==> src/rtl/dmb_defs.svh <==
/*
 * Constants for the base mode register block: field positions, encodings,
 * reset values and the DLL lock count.
 * Assumes inclusion by bare name from every design file that needs it.
 */
`ifndef DMB_DEFS_SVH
`define DMB_DEFS_SVH

// Summary of operation
// - mode bits 1:0 pick fixed eight, chop four or per-command length.
// - on-the-fly setting: A12 low gives chop four, A12 high eight beats.
// - bursts wrap inside a burst-length column block chosen by upper bits.
// - one programmed length serves reads and writes alike.
// - burst length caps columns reached by one READ or WRITE.
// - mode bit 3 selects sequential or interleaved beat order.
// - chop-four sequential read rotates nibble, last four beats undriven.
// - interleaved read column is start offset XOR beat index.
// - eight-beat sequential read rotates start nibble then the other.
// - writes ignore low column bits; start at nibble or column zero.
// - chop-four bursts start internally at the same time as eight.
// - mode bit 8 starts DLL reset and then clears itself.
// - mode bits 11:9 encode write recovery of 5 to 14 clocks.
// - bit 12 low stops DLL in powerdown, slow exit; high keeps it, fast.
// - latency field sets CAS read latency 5 to 13 whole clocks.
// - READ at edge n with latency m gives first data at edge n+m.
// - mode contents persist until rewritten or reset; DLL bit self-clears.

`define DMB_MR_W          18
`define DMB_BL_LO         0
`define DMB_BL_HI         1
`define DMB_CL_EXT        2
`define DMB_BT_BIT        3
`define DMB_CL_LO         4
`define DMB_CL_HI         6
`define DMB_DLL_RST_BIT   8
`define DMB_WR_LO         9
`define DMB_WR_HI         11
`define DMB_PPD_BIT       12
`define DMB_OTF_BIT       12
`define DMB_BL_FIXED8     2'h0
`define DMB_BL_OTF        2'h1
`define DMB_BL_CHOP4      2'h2
`define DMB_MR_RESET      18'h00000
`define DMB_CL_RESET      4'h5
`define DMB_WR_RESET      4'h5
`define DMB_DLL_LOCK_CYCLES 512

`endif

==> src/rtl/dmb_pkg.sv <==
/*
 * Types shared by the base mode register block.
 * Assumes the constants header is compiled alongside.
 */
package dmb_pkg;
    typedef enum logic [1:0] {
        DMB_NOP   = 2'h0,
        DMB_MRS   = 2'h1,
        DMB_READ  = 2'h2,
        DMB_WRITE = 2'h3
    } dmb_cmd_e;

    // idle -> latency wait -> burst step one bit each; burst -> idle flips two bits
    typedef enum logic [1:0] {
        DMB_ST_IDLE  = 2'h0,
        DMB_ST_WAIT  = 2'h1,
        DMB_ST_BURST = 2'h3
    } dmb_state_e;

    typedef struct packed {
        logic        valid;
        dmb_cmd_e    kind;
        logic [17:0] addr;
    } dmb_cmd_s;
endpackage

==> src/rtl/dmb_col_order.sv <==
/*
 * Column offset within an eight-column block for one burst beat.
 * Purely combinational; assumes beat and start are stable in the cycle.
 */
`timescale 1ns/1ns
`default_nettype none
module dmb_col_order (
    input  wire logic [2:0] start_col,
    input  wire logic [2:0] beat,
    input  wire logic       interleave,
    input  wire logic       is_write,
    input  wire logic       chop,
    output logic      [2:0] col
);
    wire [2:0] wr_col;
    wire [2:0] seq_col;
    wire [2:0] ilv_col;
    wire [1:0] low_sum;

    // writes ignore the low start bits entirely
    assign wr_col  = chop ? {start_col[2], beat[1:0]} : beat;
    assign low_sum = start_col[1:0] + beat[1:0];
    // sequential wraps in a nibble, then moves to the other nibble
    assign seq_col = {start_col[2] ^ beat[2], low_sum};
    assign ilv_col = start_col ^ beat;
    assign col     = is_write ? wr_col : (interleave ? ilv_col : seq_col);
endmodule
`default_nettype wire

==> src/rtl/dmb_dll_timer.sv <==
/*
 * DLL lock timer: restarts on a DLL reset and reports lock after the
 * lock count. Assumes clk_en freezes it along with the rest of the block.
 */
`include "dmb_defs.svh"
`timescale 1ns/1ns
`default_nettype none
module dmb_dll_timer #(
    parameter int LOCK_CYCLES = `DMB_DLL_LOCK_CYCLES
) (
    input  wire logic clk_sys,
    input  wire logic reset_n,
    input  wire logic clk_en,
    input  wire logic restart,
    output logic      locked
);
    logic [9:0] count;
    wire        done;

    assign done = (count == 10'(LOCK_CYCLES - 1));

    always_ff @(posedge clk_sys or negedge reset_n) begin
        if (!reset_n) begin
            count  <= 10'h000;
            locked <= 1'b0;
        end else if (clk_en) begin
            if (restart) begin
                count  <= 10'h000;
                locked <= 1'b0;
            end else if (!locked) begin
                count  <= count + 10'h001;
                locked <= done;
            end
        end
    end
endmodule
`default_nettype wire

==> src/rtl/dmb_top.sv <==
/*
 * Base mode register and burst engine of the DRAM device: takes mode set,
 * READ and WRITE commands, orders burst columns, times read latency, runs
 * the DLL reset and reports decoded mode settings.
 * Assumes the controller keeps the mode set timing and DLL wait itself.
 */
`include "dmb_defs.svh"
`timescale 1ns/1ns
`default_nettype none
module dmb_top
    import dmb_pkg::*;
#(
    parameter int DATA_W   = 8,
    parameter int COL_BITS = 6
) (
    input  wire logic              clk_sys,
    input  wire logic              reset_n,
    input  wire logic              clk_en,
    input  wire dmb_cmd_s          cmd,
    input  wire logic              powerdown,
    input  wire logic [DATA_W-1:0] wr_data,
    input  wire logic              wr_data_valid,
    output logic      [DATA_W-1:0] rd_data,
    output logic                   rd_data_oe_n,
    output logic                   rd_strobe,
    output logic                   rd_strobe_oe_n,
    output logic      [3:0]        cas_read_latency,
    output logic      [3:0]        write_recovery_time,
    output logic                   burst_interleaved,
    output logic      [1:0]        burst_len_mode,
    output logic                   dll_locked,
    output logic                   dll_stopped,
    output logic                   slow_powerdown_exit_wait,
    output logic                   busy
);
    localparam int DEPTH = 1 << COL_BITS;

    ////////////////////////////////////////////////////////////////////////
    // decode helpers

    // latency code uses bits 6:4 plus the extension bit; 1..9 -> 5..13
    function automatic logic [3:0] cl_decode(input logic [3:0] code,
                                             input logic [3:0] keep);
        if (code >= 4'h1 && code <= 4'h9)
            cl_decode = code + 4'h4;
        else
            cl_decode = keep;
    endfunction

    function automatic logic [3:0] wr_decode(input logic [2:0] code);
        case (code)
            3'h1:    wr_decode = 4'h5;
            3'h2:    wr_decode = 4'h6;
            3'h3:    wr_decode = 4'h7;
            3'h4:    wr_decode = 4'h8;
            3'h5:    wr_decode = 4'hA;
            3'h6:    wr_decode = 4'hC;
            3'h7:    wr_decode = 4'hE;
            default: wr_decode = `DMB_WR_RESET;
        endcase
    endfunction

    ////////////////////////////////////////////////////////////////////////
    // state

    logic [`DMB_MR_W-1:0] base_mode_register;
    dmb_state_e           state;
    logic                 op_read;
    logic                 chop;
    logic [2:0]           start_col;
    logic [COL_BITS-4:0]  block;
    logic [2:0]           beat;
    logic [3:0]           lat_cnt;
    logic [DATA_W-1:0]    mem [DEPTH];

    ////////////////////////////////////////////////////////////////////////
    // command decode

    wire       idle      = (state == DMB_ST_IDLE);
    wire       take      = cmd.valid && idle;
    wire       do_mrs    = take && (cmd.kind == DMB_MRS);
    wire       do_read   = take && (cmd.kind == DMB_READ);
    wire       do_write  = take && (cmd.kind == DMB_WRITE);
    wire       do_access = do_read || do_write;
    wire [1:0] bl_field  = base_mode_register[`DMB_BL_HI:`DMB_BL_LO];

    // one length setting steers both directions; otf follows A12
    wire cmd_chop = (bl_field == `DMB_BL_CHOP4) ||
                    ((bl_field == `DMB_BL_OTF) && !cmd.addr[`DMB_OTF_BIT]);

    wire [3:0] new_cl = cl_decode({cmd.addr[`DMB_CL_EXT],
                                   cmd.addr[`DMB_CL_HI:`DMB_CL_LO]},
                                  cas_read_latency);
    wire [3:0] new_wr = wr_decode(cmd.addr[`DMB_WR_HI:`DMB_WR_LO]);
    wire       dll_restart = do_mrs && cmd.addr[`DMB_DLL_RST_BIT];

    ////////////////////////////////////////////////////////////////////////
    // burst timing

    // a chopped burst still occupies all eight slots, same start as eight
    wire       lat_hit   = (state == DMB_ST_WAIT) && (lat_cnt == 4'h1);
    wire       rd_emit   = lat_hit || ((state == DMB_ST_BURST) && op_read);
    wire [2:0] emit_beat = lat_hit ? 3'h0 : beat;
    wire       rd_drive  = rd_emit && !(chop && emit_beat[2]);
    wire       wr_take   = (state == DMB_ST_BURST) && !op_read && wr_data_valid;
    wire       wr_store  = wr_take && !(chop && beat[2]);
    wire       last_beat = (beat == 3'h7);
    wire [2:0] col_lo;

    // block bits stay fixed, only the low three wrap
    wire [COL_BITS-1:0] mem_idx = {block, col_lo};

    dmb_col_order u_order (
        .start_col  (start_col),
        .beat       (op_read ? emit_beat : beat),
        .interleave (burst_interleaved),
        .is_write   (!op_read),
        .chop       (chop),
        .col        (col_lo)
    );

    dmb_dll_timer #(
        .LOCK_CYCLES (`DMB_DLL_LOCK_CYCLES)
    ) u_dll (
        .clk_sys (clk_sys),
        .reset_n (reset_n),
        .clk_en  (clk_en),
        .restart (dll_restart),
        .locked  (dll_locked)
    );

    ////////////////////////////////////////////////////////////////////////
    // next state

    dmb_state_e next_state;

    always_comb begin
        next_state = state;
        case (state)
            DMB_ST_IDLE: begin
                if (do_read)
                    next_state = DMB_ST_WAIT;
                else if (do_write)
                    next_state = DMB_ST_BURST;
            end
            DMB_ST_WAIT: begin
                if (lat_hit)
                    next_state = DMB_ST_BURST;
            end
            DMB_ST_BURST: begin
                if (last_beat && (op_read || wr_take))
                    next_state = DMB_ST_IDLE;
            end
            default: next_state = DMB_ST_IDLE;
        endcase
    end

    ////////////////////////////////////////////////////////////////////////
    // mode register

    always_ff @(posedge clk_sys or negedge reset_n) begin
        if (!reset_n) begin
            base_mode_register <= `DMB_MR_RESET;
        end else if (clk_en) begin
            if (do_mrs)
                base_mode_register <= cmd.addr;
            else if (base_mode_register[`DMB_DLL_RST_BIT])
                base_mode_register[`DMB_DLL_RST_BIT] <= 1'b0;
        end
    end

    always_ff @(posedge clk_sys or negedge reset_n) begin
        if (!reset_n) begin
            cas_read_latency    <= `DMB_CL_RESET;
            write_recovery_time <= `DMB_WR_RESET;
            burst_interleaved   <= 1'b0;
            burst_len_mode      <= `DMB_BL_FIXED8;
        end else if (clk_en && do_mrs) begin
            cas_read_latency    <= new_cl;
            write_recovery_time <= new_wr;
            burst_interleaved   <= cmd.addr[`DMB_BT_BIT];
            burst_len_mode      <= cmd.addr[`DMB_BL_HI:`DMB_BL_LO];
        end
    end

    // dll stops only while powered down with the slow-exit setting
    always_ff @(posedge clk_sys or negedge reset_n) begin
        if (!reset_n) begin
            dll_stopped              <= 1'b0;
            slow_powerdown_exit_wait <= 1'b1;
        end else if (clk_en) begin
            dll_stopped              <= powerdown && !base_mode_register[`DMB_PPD_BIT];
            slow_powerdown_exit_wait <= !base_mode_register[`DMB_PPD_BIT];
        end
    end

    ////////////////////////////////////////////////////////////////////////
    // burst control

    always_ff @(posedge clk_sys or negedge reset_n) begin
        if (!reset_n) begin
            state     <= DMB_ST_IDLE;
            op_read   <= 1'b0;
            chop      <= 1'b0;
            start_col <= 3'h0;
            block     <= '0;
            lat_cnt   <= 4'h0;
            busy      <= 1'b0;
        end else if (clk_en) begin
            state <= next_state;
            busy  <= (next_state != DMB_ST_IDLE);
            if (do_access) begin
                op_read   <= do_read;
                chop      <= cmd_chop;
                start_col <= cmd.addr[2:0];
                block     <= cmd.addr[COL_BITS-1:3];
                lat_cnt   <= cas_read_latency;
            end else if (state == DMB_ST_WAIT) begin
                lat_cnt <= lat_cnt - 4'h1;
            end
        end
    end

    always_ff @(posedge clk_sys or negedge reset_n) begin
        if (!reset_n) begin
            beat <= 3'h0;
        end else if (clk_en) begin
            if (do_access)
                beat <= 3'h0;
            else if (lat_hit || (rd_emit && !lat_hit) || wr_take)
                beat <= beat + 3'h1;
        end
    end

    ////////////////////////////////////////////////////////////////////////
    // storage and read drivers

    // storage has no reset; contents survive like the real array
    always_ff @(posedge clk_sys) begin
        if (clk_en && wr_store)
            mem[mem_idx] <= wr_data;
    end

    always_ff @(posedge clk_sys or negedge reset_n) begin
        if (!reset_n) begin
            rd_data        <= '0;
            rd_data_oe_n   <= 1'b1;
            rd_strobe      <= 1'b0;
            rd_strobe_oe_n <= 1'b1;
        end else if (clk_en) begin
            rd_data        <= rd_drive ? mem[mem_idx] : '0;
            rd_data_oe_n   <= !rd_drive;
            rd_strobe      <= rd_drive && !emit_beat[0];
            rd_strobe_oe_n <= !rd_drive;
        end
    end
endmodule
`default_nettype wire

==> config.mk <==
export PLATFORM = sky130hd
export DESIGN_NAME = dmb_top
export DESIGN_NICKNAME = d
export VERILOG_FILES = /design/src/rtl/dmb_pkg.sv /design/src/rtl/dmb_col_order.sv /design/src/rtl/dmb_dll_timer.sv /design/src/rtl/dmb_top.sv
export VERILOG_INCLUDE_DIRS = /design/src /design/src/rtl
export SDC_FILE = /design/constraint.sdc
export NUM_CORES = 1
export LEC_CHECK = 0
export BUFFER_PORTS_ARGS = -buffer_cell sky130_fd_sc_hd__buf_2
export CORE_UTILIZATION = 40
export CTS_BUF_LIST = sky130_fd_sc_hd__clkbuf_4
export CTS_CLUSTER_DIAMETER = 120
export DETAILED_ROUTE_END_ITERATION = 8
export PLACE_DENSITY = 0.65
export SLEW_MARGIN = 20
export SYNTH_ARGS = -nofsm -noshare
export SYNTH_HDL_FRONTEND = slang
export SYNTH_HIERARCHICAL = 1
export SYNTH_SLANG_ARGS = --single-unit
==> constraint.sdc <==
create_clock -name clk_sys -period 5.5 [get_ports clk_sys]
set_input_delay 0.55 -clock clk_sys [delete_from_list [all_inputs] [get_ports clk_sys]]
set_output_delay 0.55 -clock clk_sys [all_outputs]
set_load 0.1 [all_outputs]
==> results.json, run 1 <==
{
  "synth_edf_count": 512,
  "slew_headroom_pct": 41.93,
  "die_y_um": 241.0,
  "area_growth_pct": 14.29,
  "clkTransAtPathRegs_ns": 0.07,
  "clk_latency_ns": 0.99,
  "synth-seq-cells": 565,
  "gr-total-overflow": 0,
  "ant_nets": 0,
  "internal_power_uw": 8400,
  "critPathMaxStageDelay_ns": 0.63,
  "ys_types": 67,
  "setup_viol": 0,
  "setup.worst_path.start_class": "flop",
  "die_w_um": 241.0,
  "r2r_slack_ns": 0.94,
  "root_buffer": "clkbuf_4",
  "dp_hpwl_um": 31220,
  "seq_area_frac_synth_pct": 73.16,
  "switchingPower_uw": 5029,
  "min_period_ns": 4.562,
  "antenna_found_initial": 1,
  "syn_area_um2": 22840,
  "grt_max_degree": 102,
  "slowest_stage": "xnor2_2",
  "dpl_worst_slack_ns": 0.9670,
  "cp_max_fo": 64,
  "worstRegToRegCells": 13,
  "cts_hold_buf": 19,
  "power_frac_clock_pct": 27.7,
  "viasPerCell": 5.446,
  "h-tree-depth": 4,
  "synth-async-reset-ratio_pct": 9.381,
  "peakVddDrop_uv": 368.9,
  "gp_congestion": 0.8457,
  "wl_per_cell_um": 21.34,
  "clock_skew_ns": 0.07069,
  "worst_setup_path_end_kind": "flop",
  "critPathKind": "flop to flop",
  "yosysWarningCount": 6,
  "hold_path_class": "input pin to flop",
  "status": "completed",
  "cts_setup_buffers": 0,
  "wirelength_um": 53660,
  "tritoncts": "done",
  "avgSynthCellArea_um2": 15.64,
  "grt_pass1_wl_um": 80450,
  "worstMarginPinSlew_ns": 0.8710,
  "p_sw_share_pct": 37.45,
  "drt_first_pass_iters": 5,
  "tns_ns": 0,
  "core_area_um2": 56390,
  "grt_pass1_vias": 13810,
  "pwr-share-seq_pct": 37.4,
  "hold_viol": 0,
  "drv_cap": 0,
  "layout-drive-gt1-share_pct": 21.94,
  "synth_ff_type": "edfxtp_1",
  "holdPathEnd": "mem[41][7]$_DFFE_PP_",
  "syn_nets": 1504,
  "cp.buffers_inverters": 1,
  "min-delay-start": "wr_data[7]",
  "crit_arrival_ns": 5.39,
  "crit_chain": "nor2b_1, nand4_1, and2_1, ha_1, nor2b_4, mux2i_1, xnor2_2, buf_4, o32ai_1, o31ai_1, o2111ai_1, nor4bb_1, o2bb2ai_1",
  "synthCells": 1460,
  "rsz0062_at_grt": "false",
  "max_freq_mhz": 219.2,
  "fin_ws_ns": 0.9380,
  "reg2reg_from": "state[0]$_DFFE_PN0P_",
  "clock_path_buffers": 3,
  "hold_depth": 1,
  "num_vias": 13690,
  "reg2reg_to": "rd_data[3]$_DFFE_PN0P_",
  "pwr-share-comb_pct": 35.0,
  "drv_slew": 0,
  "io_buffers": 53,
  "drc": 0,
  "period_share_pct": 82.95,
  "drt_first_iter_violations": 1213,
  "critical_path.top_delay_family": "compound AO/OA/AOI/OAI gates",
  "nets": 1691,
  "cts.sink_count": 565,
  "start_util_pct": 40.51,
  "grtUsageTotal_pct": 18.89,
  "p_leak_uw": 0.009002,
  "powerDensity_nw_per_um2": 514.4,
  "critPathRequiredTime_ns": 6.33,
  "pin_count": 60,
  "rows": 87,
  "die-area_um2": 58060,
  "cts.repair.resized": 0,
  "numCtsBuffers": 147
}
==> worst max-delay path by stage <==
| stage | from | endpoint | slack (ns) | cells past startpoint |
|---|---|---|---|---|
| finish | state[0]$_DFFE_PN0P_ | rd_data[3]$_DFFE_PN0P_ | 0.94 | 13 |
| global placement | state[0]$_DFFE_PN0P_ | rd_data[3]$_DFFE_PN0P_ | 1.09 | 13 |
| detailed placement | state[0]$_DFFE_PN0P_ | rd_data[3]$_DFFE_PN0P_ | 0.97 | 13 |
| CTS | state[0]$_DFFE_PN0P_ | rd_data[3]$_DFFE_PN0P_ | 0.92 | 13 |
| floorplan | state[0]$_DFFE_PN0P_ | mem[31][0]$_DFFE_PP_ | 2.30 | 13 |
| global route | state[0]$_DFFE_PN0P_ | rd_data[3]$_DFFE_PN0P_ | 0.57 | 13 |
==> stage by stage <==
stage	cells	instance area [µm²]	power (µW)	hold slack (ns)	util (%)
6_report	2514	26100	13430	0.1409	46.29
3_3_place_gp	2235	23980	9677	0.4592	42.52
4_1_cts	2511	26090	13500	0.09232	46.28
3_5_place_dp	2235	23980	9744	0.4655	42.52
2_1_floorplan	1460	22840	8571	0.2544	-
5_1_grt	2512	26100	14070	0.1248	46.29
==> state kept, by name, indices dropped and copies added (netlist names), 2 cells and up <==
name and cells:
base_mode_register 4, beat 3, block 3, cas_read_latency 4, lat_cnt 4, mem 512, rd_data 8, start_col 3
state 2, u_dll/count 10, write_recovery_time 4
==> synthesized netlist by cell type, drive strengths merged, types with 2 or more instances <==
library cell	count	area share, %
o21a	2	0.066
o22ai	74	2.0
a22o	3	0.12
o2bb2ai	8	0.31
nand3b	2	0.066
o21ai	37	0.83
edfxtp	512	67
a22oi	9	0.30
a221oi	30	1.2
and3	3	0.082
nor3b	3	0.12
or2	4	0.11
nand4	5	0.14
mux4	4	0.39
nand2b	3	0.13
nor2b	9	0.28
or3	4	0.11
xor2	3	0.12
mux2	14	0.69
mux2i	131	5.7
o2111ai	7	0.27
nor3	5	0.11
and2	10	0.27
dfrtp	47	5.1
a221o	43	1.9
o31ai	22	0.72
a31oi	2	0.055
nand2	83	1.4
ha	10	0.55
dfstp	6	0.69
o32ai	44	1.7
xnor2	3	0.12
nand3	8	0.20
inv	56	0.92
buf	71	2.1
nor2	102	1.7
nor4bb	7	0.31
or2b	2	0.066
a21oi	35	0.77
clkbuf	24	0.43
==> cells in the final DEF, fill, tap and decap left out, types with 8 or more instances in the layout <==
cell / count
a22oi_1: 9
dlygate4sd3_1: 19
o21ai_0: 30
edfxtp_1: 512
inv_1: 55
nand2_1: 83
o31ai_1: 22
mux2_2: 14
dfrtp_1: 47
buf_4: 60
a221o_1: 43
a21oi_1: 34
clkbuf_4: 208
clkinv_1: 29
and2_1: 10
nor2_1: 101
a221oi_1: 30
ha_1: 10
mux2i_1: 131
buf_2: 52
o2bb2ai_1: 8
o32ai_1: 44
o22ai_1: 74
==> power by group through the flow <==
stage	clock network, µW	logic, µW	registers (µW)
floorplan	0	3210	5360
global placement	0	4580	5100
detailed placement	0	4640	5110
CTS	3820	4670	5020
global route	4030	5000	5040
finish	3710	4690	5020
==> kinds of logic (layout without fill, tap and decap cells) <==
kind of cell	count (synthesis)	after routing	share of synthesized area [%]
adder cells (fa/ha/maj)	10	10	0.5478
XOR/XNOR	6	6	0.2301
buffers and inverters	151	446	3.484
flip-flops	565	565	73.16
AO/OA/AOI/OAI	325	325	10.54
other	0	3	0
multiplexers	149	149	6.826
AND/OR/NAND/NOR	254	254	5.215
==> metal layers <==
metal | track usage, % | share of wire (%) | up-vias | wire [µm]
met2 | 29.21 | 47 | 585 | 25090
met1 | 23.86 | 41 | 6755 | 22070
li1 | - | - | 6242 | -
met4 | 9.072 | 3.1 | 0 | 1674
met3 | 6.302 | 9.0 | 109 | 4831
met5 | 0 | 0 | - | 0
==> area by class of cell <==
| cell class | count | area, µm² |
|---|---|---|
| sequential | 565 | 16710 |
| tap | 756 | 945.9 |
| inverter | 56 | 210.2 |
| antenna | 3 | 7.507 |
| multi-input combinational | 744 | 5364 |
| timing repair buffer | 133 | 940.9 |
| fill | 4966 | 30280 |
| clock inverter | 49 | 365.4 |
| clock buffer | 208 | 1562 |
No activity file was read; power rests on OpenSTA's default activity.
==> inputs of run 2 (changes only) <==
- clock period: 5.5 -> 4.45 ns (I/O delays scaled with it)
==> run 2 against run 1 <==
Maximum frequency up 10%. Flip-flop and latch count is the same. Non-clock buffer count grew 61. Sequential share of layout area is 1.3 points lower. Register-to-register slack worse by 0.63 ns. Sequential power rose by 24%. Critical endpoint is now mem[23][5]$_DFFE_PP_.
==> results.json, run 2 (synthesis gave the netlist of run 1 again) <==
{
  "period_share_pct": 93.14,
  "cp_max_fo": 92,
  "hold_depth": 1,
  "fin_area_um2": 26630,
  "max_freq_mhz": 241.3,
  "drc": 0,
  "dp_hpwl_um": 33100,
  "rsz0062_at_grt": "false",
  "p_sw_share_pct": 36.97,
  "placed_area_um2": 24510,
  "area_growth_pct": 16.60,
  "worstRegToRegCells": 13,
  "crit_chain": "nor2b_1, nand4_1, and2_1, ha_1, nor2b_4, mux2i_1, xnor2_2, buf_12, and2_1, buf_12, nand2_1, nor2_1, buf_4",
  "gp_congestion": 0.8303,
  "n_fill_cell": 4919,
  "cts_setup_buffers": 0,
  "h-tree-depth": 4,
  "p_leak_uw": 0.009341,
  "pwr-share-comb_pct": 36.5,
  "drt_first_pass_iters": 5,
  "critPathKind": "flop to flop",
  "crit_arrival_ns": 4.80,
  "reg.largest.list": "mem: 512 flops, u_dll/count: 10 flops, rd_data: 8 flops",
  "wirelength_um": 54800,
  "worst_setup_path_end_kind": "flop",
  "fin_util_pct": 47.23,
  "drv_cap": 0,
  "layout_commonest_cell": "edfxtp_1",
  "mostFrequentLayoutCells": "512 x edfxtp_1, 214 x clkbuf_4, 131 x mux2i_1",
  "die_y_um": 241.0,
  "largest_register": "mem",
  "tritoncts": "done",
  "layout-drive-gt1-share_pct": 24.83,
  "clock_skew_ns": 0.04289,
  "setup.worst_path.start_class": "flop",
  "io_buffers": 53,
  "drt_first_iter_violations": 1296,
  "clk_latency_ns": 0.97,
  "fin_ws_ns": 0.3051,
  "min_period_ns": 4.145,
  "viasPerCell": 5.429,
  "r2r_slack_ns": 0.31,
  "root_buffer": "clkbuf_4",
  "holdPathEnd": "mem[7][7]$_DFFE_PP_",
  "dpl_worst_slack_ns": 0.3602,
  "rows": 87,
  "power_frac_clock_pct": 26.8,
  "drv_slew": 0,
  "wl_per_cell_um": 21.30,
  "die_w_um": 241.0,
  "reg2reg_to": "mem[23][5]$_DFFE_PP_",
  "peakVddDrop_uv": 524.5,
  "clock_path_buffers": 3,
  "switchingPower_uw": 6250,
  "nets": 1750,
  "cp.buffers_inverters": 3,
  "internal_power_uw": 10660,
  "worstMarginPinSlew_ns": 0.9010,
  "tns_ns": 0,
  "numCtsBuffers": 145,
  "largest_reg_flops": 512,
  "num_vias": 13970,
  "grt_pass1_vias": 14250,
  "pin_count": 60,
  "min-delay-start": "wr_data[7]",
  "p_total_uw": 16900,
  "grtUsageTotal_pct": 19.43,
  "clkTransAtPathRegs_ns": 0.06,
  "pwr-share-seq_pct": 36.7,
  "hold_path_class": "input pin to flop",
  "critPathMaxStageDelay_ns": 0.46,
  "grt_max_degree": 93,
  "setup_viol": 0,
  "cts.sink_count": 565,
  "slowest_stage": "dfrtp_1",
  "powerDensity_nw_per_um2": 634.8,
  "critPathRequiredTime_ns": 5.10,
  "ant_nets": 0,
  "antenna_found_initial": 2,
  "gr-total-overflow": 0,
  "core_area_um2": 56390,
  "status": "completed",
  "critical_path.top_delay_family": "simple AND/OR/NAND/NOR gates",
  "grt_pass1_wl_um": 83630,
  "start_util_pct": 40.51,
  "reg2reg_from": "state[0]$_DFFE_PN0P_",
  "die-area_um2": 58060,
  "slew_headroom_pct": 39.71,
  "hold_viol": 0
}
run 2: cell types whose count changed in the layout (fill, tap and decap cells not counted):
cell,delta
clkinv_2,+4
buf_2,-1
buf_4,+54
clkinv_1,-9
dlygate4sd3_1,+1
diode_2,+2
buf_12,+7
clkbuf_4,+6
inv_2,-1
clkinv_4,-3
bufinv_16,-1
run 2: final cells by class:
cell class / instances / area [µm²] / share of cell area, %
Sequential cell: 565 / 16710 / 62.74
Clock inverter: 39 / 291.5 / 1.095
Clock buffer: 214 / 1607 / 6.033
Inverter: 56 / 210.2 / 0.7893
Multi-Input combinational cell: 744 / 5364 / 20.14
Timing Repair Buffer: 194 / 1491 / 5.600
Antenna cell: 5 / 12.51 / 0.04698
Tap cell: 756 / 945.9 / 3.552
run 2: worst max path at each step:
stage                              start  slack (ns)  cells past startpoint                endpoint
finish              state[0]$_DFFE_PN0P_        0.31                     13    mem[23][5]$_DFFE_PP_
global placement    state[0]$_DFFE_PN0P_        0.44                     13    mem[15][2]$_DFFE_PP_
floorplan           state[0]$_DFFE_PN0P_        1.25                     13    mem[31][0]$_DFFE_PP_
detailed placement  state[0]$_DFFE_PN0P_        0.36                     13    mem[15][1]$_DFFE_PP_
global route        state[0]$_DFFE_PN0P_        0.08                     16  rd_data[3]$_DFFE_PN0P_
CTS                 state[0]$_DFFE_PN0P_        0.30                     13    mem[23][5]$_DFFE_PP_
run 2: power groups by stage:
stage / sequential, µW / combinational (µW) / clock (µW)
finish: 6210 / 6170 / 4530
global route: 6230 / 6560 / 4960
CTS: 6200 / 6140 / 4660
detailed placement: 6310 / 6100 / 0
global placement: 6300 / 6000 / 0
floorplan: 6630 / 3970 / 0
run 2: repair_timing:
action                                  4_1_cts  5_1_grt
endpoints found under the hold margin        95        0
endpoints found under the setup margin        0        0
resized for setup                             0        0
hold buffers                                 20        0
run 2: worst reg2reg max path, cell delays in order (launching register included):
cell	delay, ns
dfrtp_1	0.46
nor2b_1	0.28
nand4_1	0.17
and2_1	0.21
ha_1	0.17
nor2b_4	0.12
mux2i_1	0.15
xnor2_2	0.43
buf_12	0.37
and2_1	0.28
buf_12	0.27
nand2_1	0.41
nor2_1	0.31
buf_4	0.21
run 2: metrics by stage:
step	hold slack, ns	std cells
after floorplan	0.1494	1460
after global placement	0.4588	2295
after detailed placement	0.4686	2295
after CTS	0.04354	2568
after global routing	-0.003675	2573
final	0.03871	2573
run 2: layer usage:
layer,share of wire (%),GRT usage (%)
met1,42,25.58
met2,48,30.74
met3,7.5,4.472
met4,2.4,8.611
met5,0,0
==> inputs of run 3 (changes only) <==
- SYNTH_HIERARCHICAL: 1 -> default
==> run 3 against run 2 <==
Area after synthesis grew 1.5%. Worst setup slack worse by 0.11 ns. Maximum frequency fell by 2.6%. Non-clock buffer count rose by 6. Hold slack better by 0.059 ns. Critical path type unchanged. Global-route usage increased by 1.5 points. Design area up 1.3%. Via count increased by 11%. Clock power shrank 4.4%. First-iteration DRC count grew 21%. Synthesized cell count up 15%. Clock skew up 0.0051 ns.
==> results.json, run 3 <==
{
  "fin_ws_ns": 0.1953,
  "grtUsageTotal_pct": 20.91,
  "synthMuxAreaShare_pct": 3.768,
  "antenna_found_initial": 3,
  "crit_top_cell": "ha_1",
  "worstRegToRegCells": 16,
  "grt_pass1_wl_um": 92720,
  "die_y_um": 242.7,
  "yosysWarningCount": 0,
  "drt_first_iter_violations": 1563,
  "syn_area_um2": 23180,
  "seq_area_frac_synth_pct": 72.09,
  "synth_top_family_by_area": "simple AND/OR/NAND/NOR gates",
  "critPathMaxStageDelay_ns": 0.53,
  "cp.depth": 16,
  "yosys.area_share.simple_pct": 11.32,
  "syn_nets": 1728,
  "core_area_um2": 56820,
  "drc": 0,
  "mostFrequentLayoutCells": "512 x edfxtp_1, 275 x nand2_1, 222 x clkbuf_4",
  "pin_count": 60,
  "tritoncts": "done",
  "synthTopCellsByCount": "512 x edfxtp_1, 275 x nand2_1, 153 x nor2_1, 70 x nand3_1, 57 x mux2i_1",
  "slowest_stage": "a2111oi_1",
  "setup_viol": 0,
  "clock_skew_ns": 0.04802,
  "dpl_worst_slack_ns": 0.02960,
  "grt_max_degree": 66,
  "met1_length_um": 25910,
  "reg2reg_to": "rd_data[7]$_DFFE_PN0P_",
  "highest_layer": "met4",
  "ant_nets": 0,
  "reg2reg_from": "lat_cnt[1]$_DFFE_PN0P_",
  "synth_edf_count": 512,
  "drt_first_pass_iters": 5,
  "critPathKind": "flop to flop",
  "grt_pass1_vias": 15290,
  "n_fill_cell": 4973,
  "area_growth_pct": 16.36,
  "rsz0062_at_grt": "false",
  "synth-seq-cells": 565,
  "crit_chain": "inv_1, ha_1, nor3b_2, and2_4, nor2b_1, ha_1, nor2b_2, mux2_2, a211oi_2, o32a_2, buf_4, o22a_1, o21ai_0, a2111oi_1, a21oi_1, o32ai_1",
  "synth-adder-area-share_pct": 0.5398,
  "largest_reg_flops": 512,
  "die-area_um2": 58910,
  "clkTransAtPathRegs_ns": 0.06,
  "setup.worst_path.start_class": "flop",
  "wirelength_um": 60810,
  "p_leak_uw": 0.009566,
  "viasPerCell": 5.556,
  "avgSynthCellArea_um2": 13.76,
  "largest_register": "mem",
  "rows": 87,
  "reg.largest.list": "mem: 512 flops, u_dll.count: 10 flops, rd_data: 8 flops",
  "root_buffer": "clkbuf_4",
  "numCtsBuffers": 147,
  "cts_setup_buffers": 0,
  "cp.buffers_inverters": 2,
  "gp_congestion": 0.8535,
  "critPathRequiredTime_ns": 5.30,
  "dp_hpwl_um": 36510,
  "slew_headroom_pct": 38.48,
  "synth_compound_area_share_pct": 9.339,
  "wl_met3_um": 5460,
  "wl_per_cell_um": 21.88,
  "synth_ff_type": "edfxtp_1",
  "hold_viol": 0,
  "drv_slew": 0,
  "synthXorXnorAreaFrac_pct": 0.4157,
  "synth-async-reset-ratio_pct": 9.381,
  "num_vias": 15440,
  "clock_path_buffers": 3,
  "layout-drive-gt1-share_pct": 23.27,
  "synth_area_leader_cell": "edfxtp_1",
  "hold_path_class": "input pin to flop",
  "max_freq_mhz": 235.0,
  "powerDensity_nw_per_um2": 544.5,
  "worst_setup_path_end_kind": "flop",
  "synth.most_common_cell": "edfxtp_1",
  "synth.area.top_cells": "edfxtp_1 66%, dfrtp_1 5.1%, nand2_1 4.5%",
  "die_w_um": 242.7,
  "startpoint": "lat_cnt[1]$_DFFE_PN0P_",
  "io_buffers": 53,
  "drv_cap": 0,
  "status": "completed",
  "synthCells": 1684,
  "fin_util_pct": 47.46,
  "gr-total-overflow": 0,
  "peakVddDrop_uv": 355.5,
  "cp_max_fo": 10,
  "crit_end": "rd_data[7]$_DFFE_PN0P_",
  "critical_path.top_delay_family": "compound AO/OA/AOI/OAI gates",
  "cts.sink_count": 565,
  "ys_types": 93,
  "nets": 1972,
  "r2r_slack_ns": 0.20,
  "min_period_ns": 4.255,
  "layout_commonest_cell": "edfxtp_1",
  "start_util_pct": 40.79,
  "period_share_pct": 95.61,
  "clk_latency_ns": 0.96,
  "h-tree-depth": 4,
  "netlist.area_leader.share_pct": 66.33,
  "met2_length_um": 28180,
  "crit_arrival_ns": 5.11,
  "tns_ns": 0,
  "worstMarginPinSlew_ns": 0.9194
}
-- run 3: area by class of cell --
class	instances	area [µm²]	area share, %
repair buffers	200	1501	5.567
diodes	3	7.507	0.02784
clock inverters	19	115.1	0.4268
well taps	756	945.9	3.507
flip-flops and latches	565	16710	61.96
clock buffers	222	1667	6.180
multi-input cells	995	5952	22.07
inverters	19	71.32	0.2644
-- run 3: per-stage QoR --
step | power [µW] | std cells | hold WS (ns) | area (µm²)
final | 14680 | 2779 | 0.09747 | 26970
after global routing | 15350 | 2779 | 0.03348 | 26970
after CTS | 14730 | 2776 | 0.09788 | 26940
after detailed placement | 10380 | 2514 | 0.4636 | 24950
after global placement | 10320 | 2514 | 0.4578 | 24950
after floorplan | 8813 | 1684 | 0.1494 | 23180
-- run 3: cells by family (layout without fill, tap and decap cells) --
group | count (synthesis) | after routing
buf+inv | 124 | 460
fa+ha+maj | 10 | 10
simple gates | 598 | 598
mux | 79 | 79
flops | 565 | 565
compound gates | 297 | 297
other cells | 0 | 3
xor+xnor | 11 | 11
-- run 3: power by group --
part           switching (µW)  total (µW)  internal, µW
clock network            2020        4330          2310
logic                    2920        4300          1390
registers                 137        6060          5920
total                    5070       14700          9610
-- run 3: timing repair --
action                                 in CTS  in global routing
endpoints found under the hold margin     102                  0
hold buffers                               21                  0
pin swaps                                   0                  0
resized for setup                           1                  4
setup endpoints to repair                   1                  6
-- run 3: layer usage --
layer	vias up	track usage, %
met5	-	0
li1	6965	-
met1	7602	28.79
met3	87	4.821
met2	785	32.08
met4	0	8.287
-- run 3: how the worst min path moves through the flow --
stage	start	to	slack, ns	depth (start not counted)
final	wr_data[6]	mem[59][6]$_DFFE_PP_	0.1	1
after global routing	wr_data[6]	mem[8][6]$_DFFE_PP_	0.03	1
after CTS	reset_n	u_dll.count[9]$_DFFE_PN0P_	0.1	3
after detailed placement	write_recovery_time[0]$_DFFE_PN1P_	write_recovery_time[0]$_DFFE_PN1P_	0.46	2
after global placement	write_recovery_time[0]$_DFFE_PN1P_	write_recovery_time[0]$_DFFE_PN1P_	0.46	2
after floorplan	reset_n	base_mode_register[0]$_DFFE_PN0P_	0.15	0
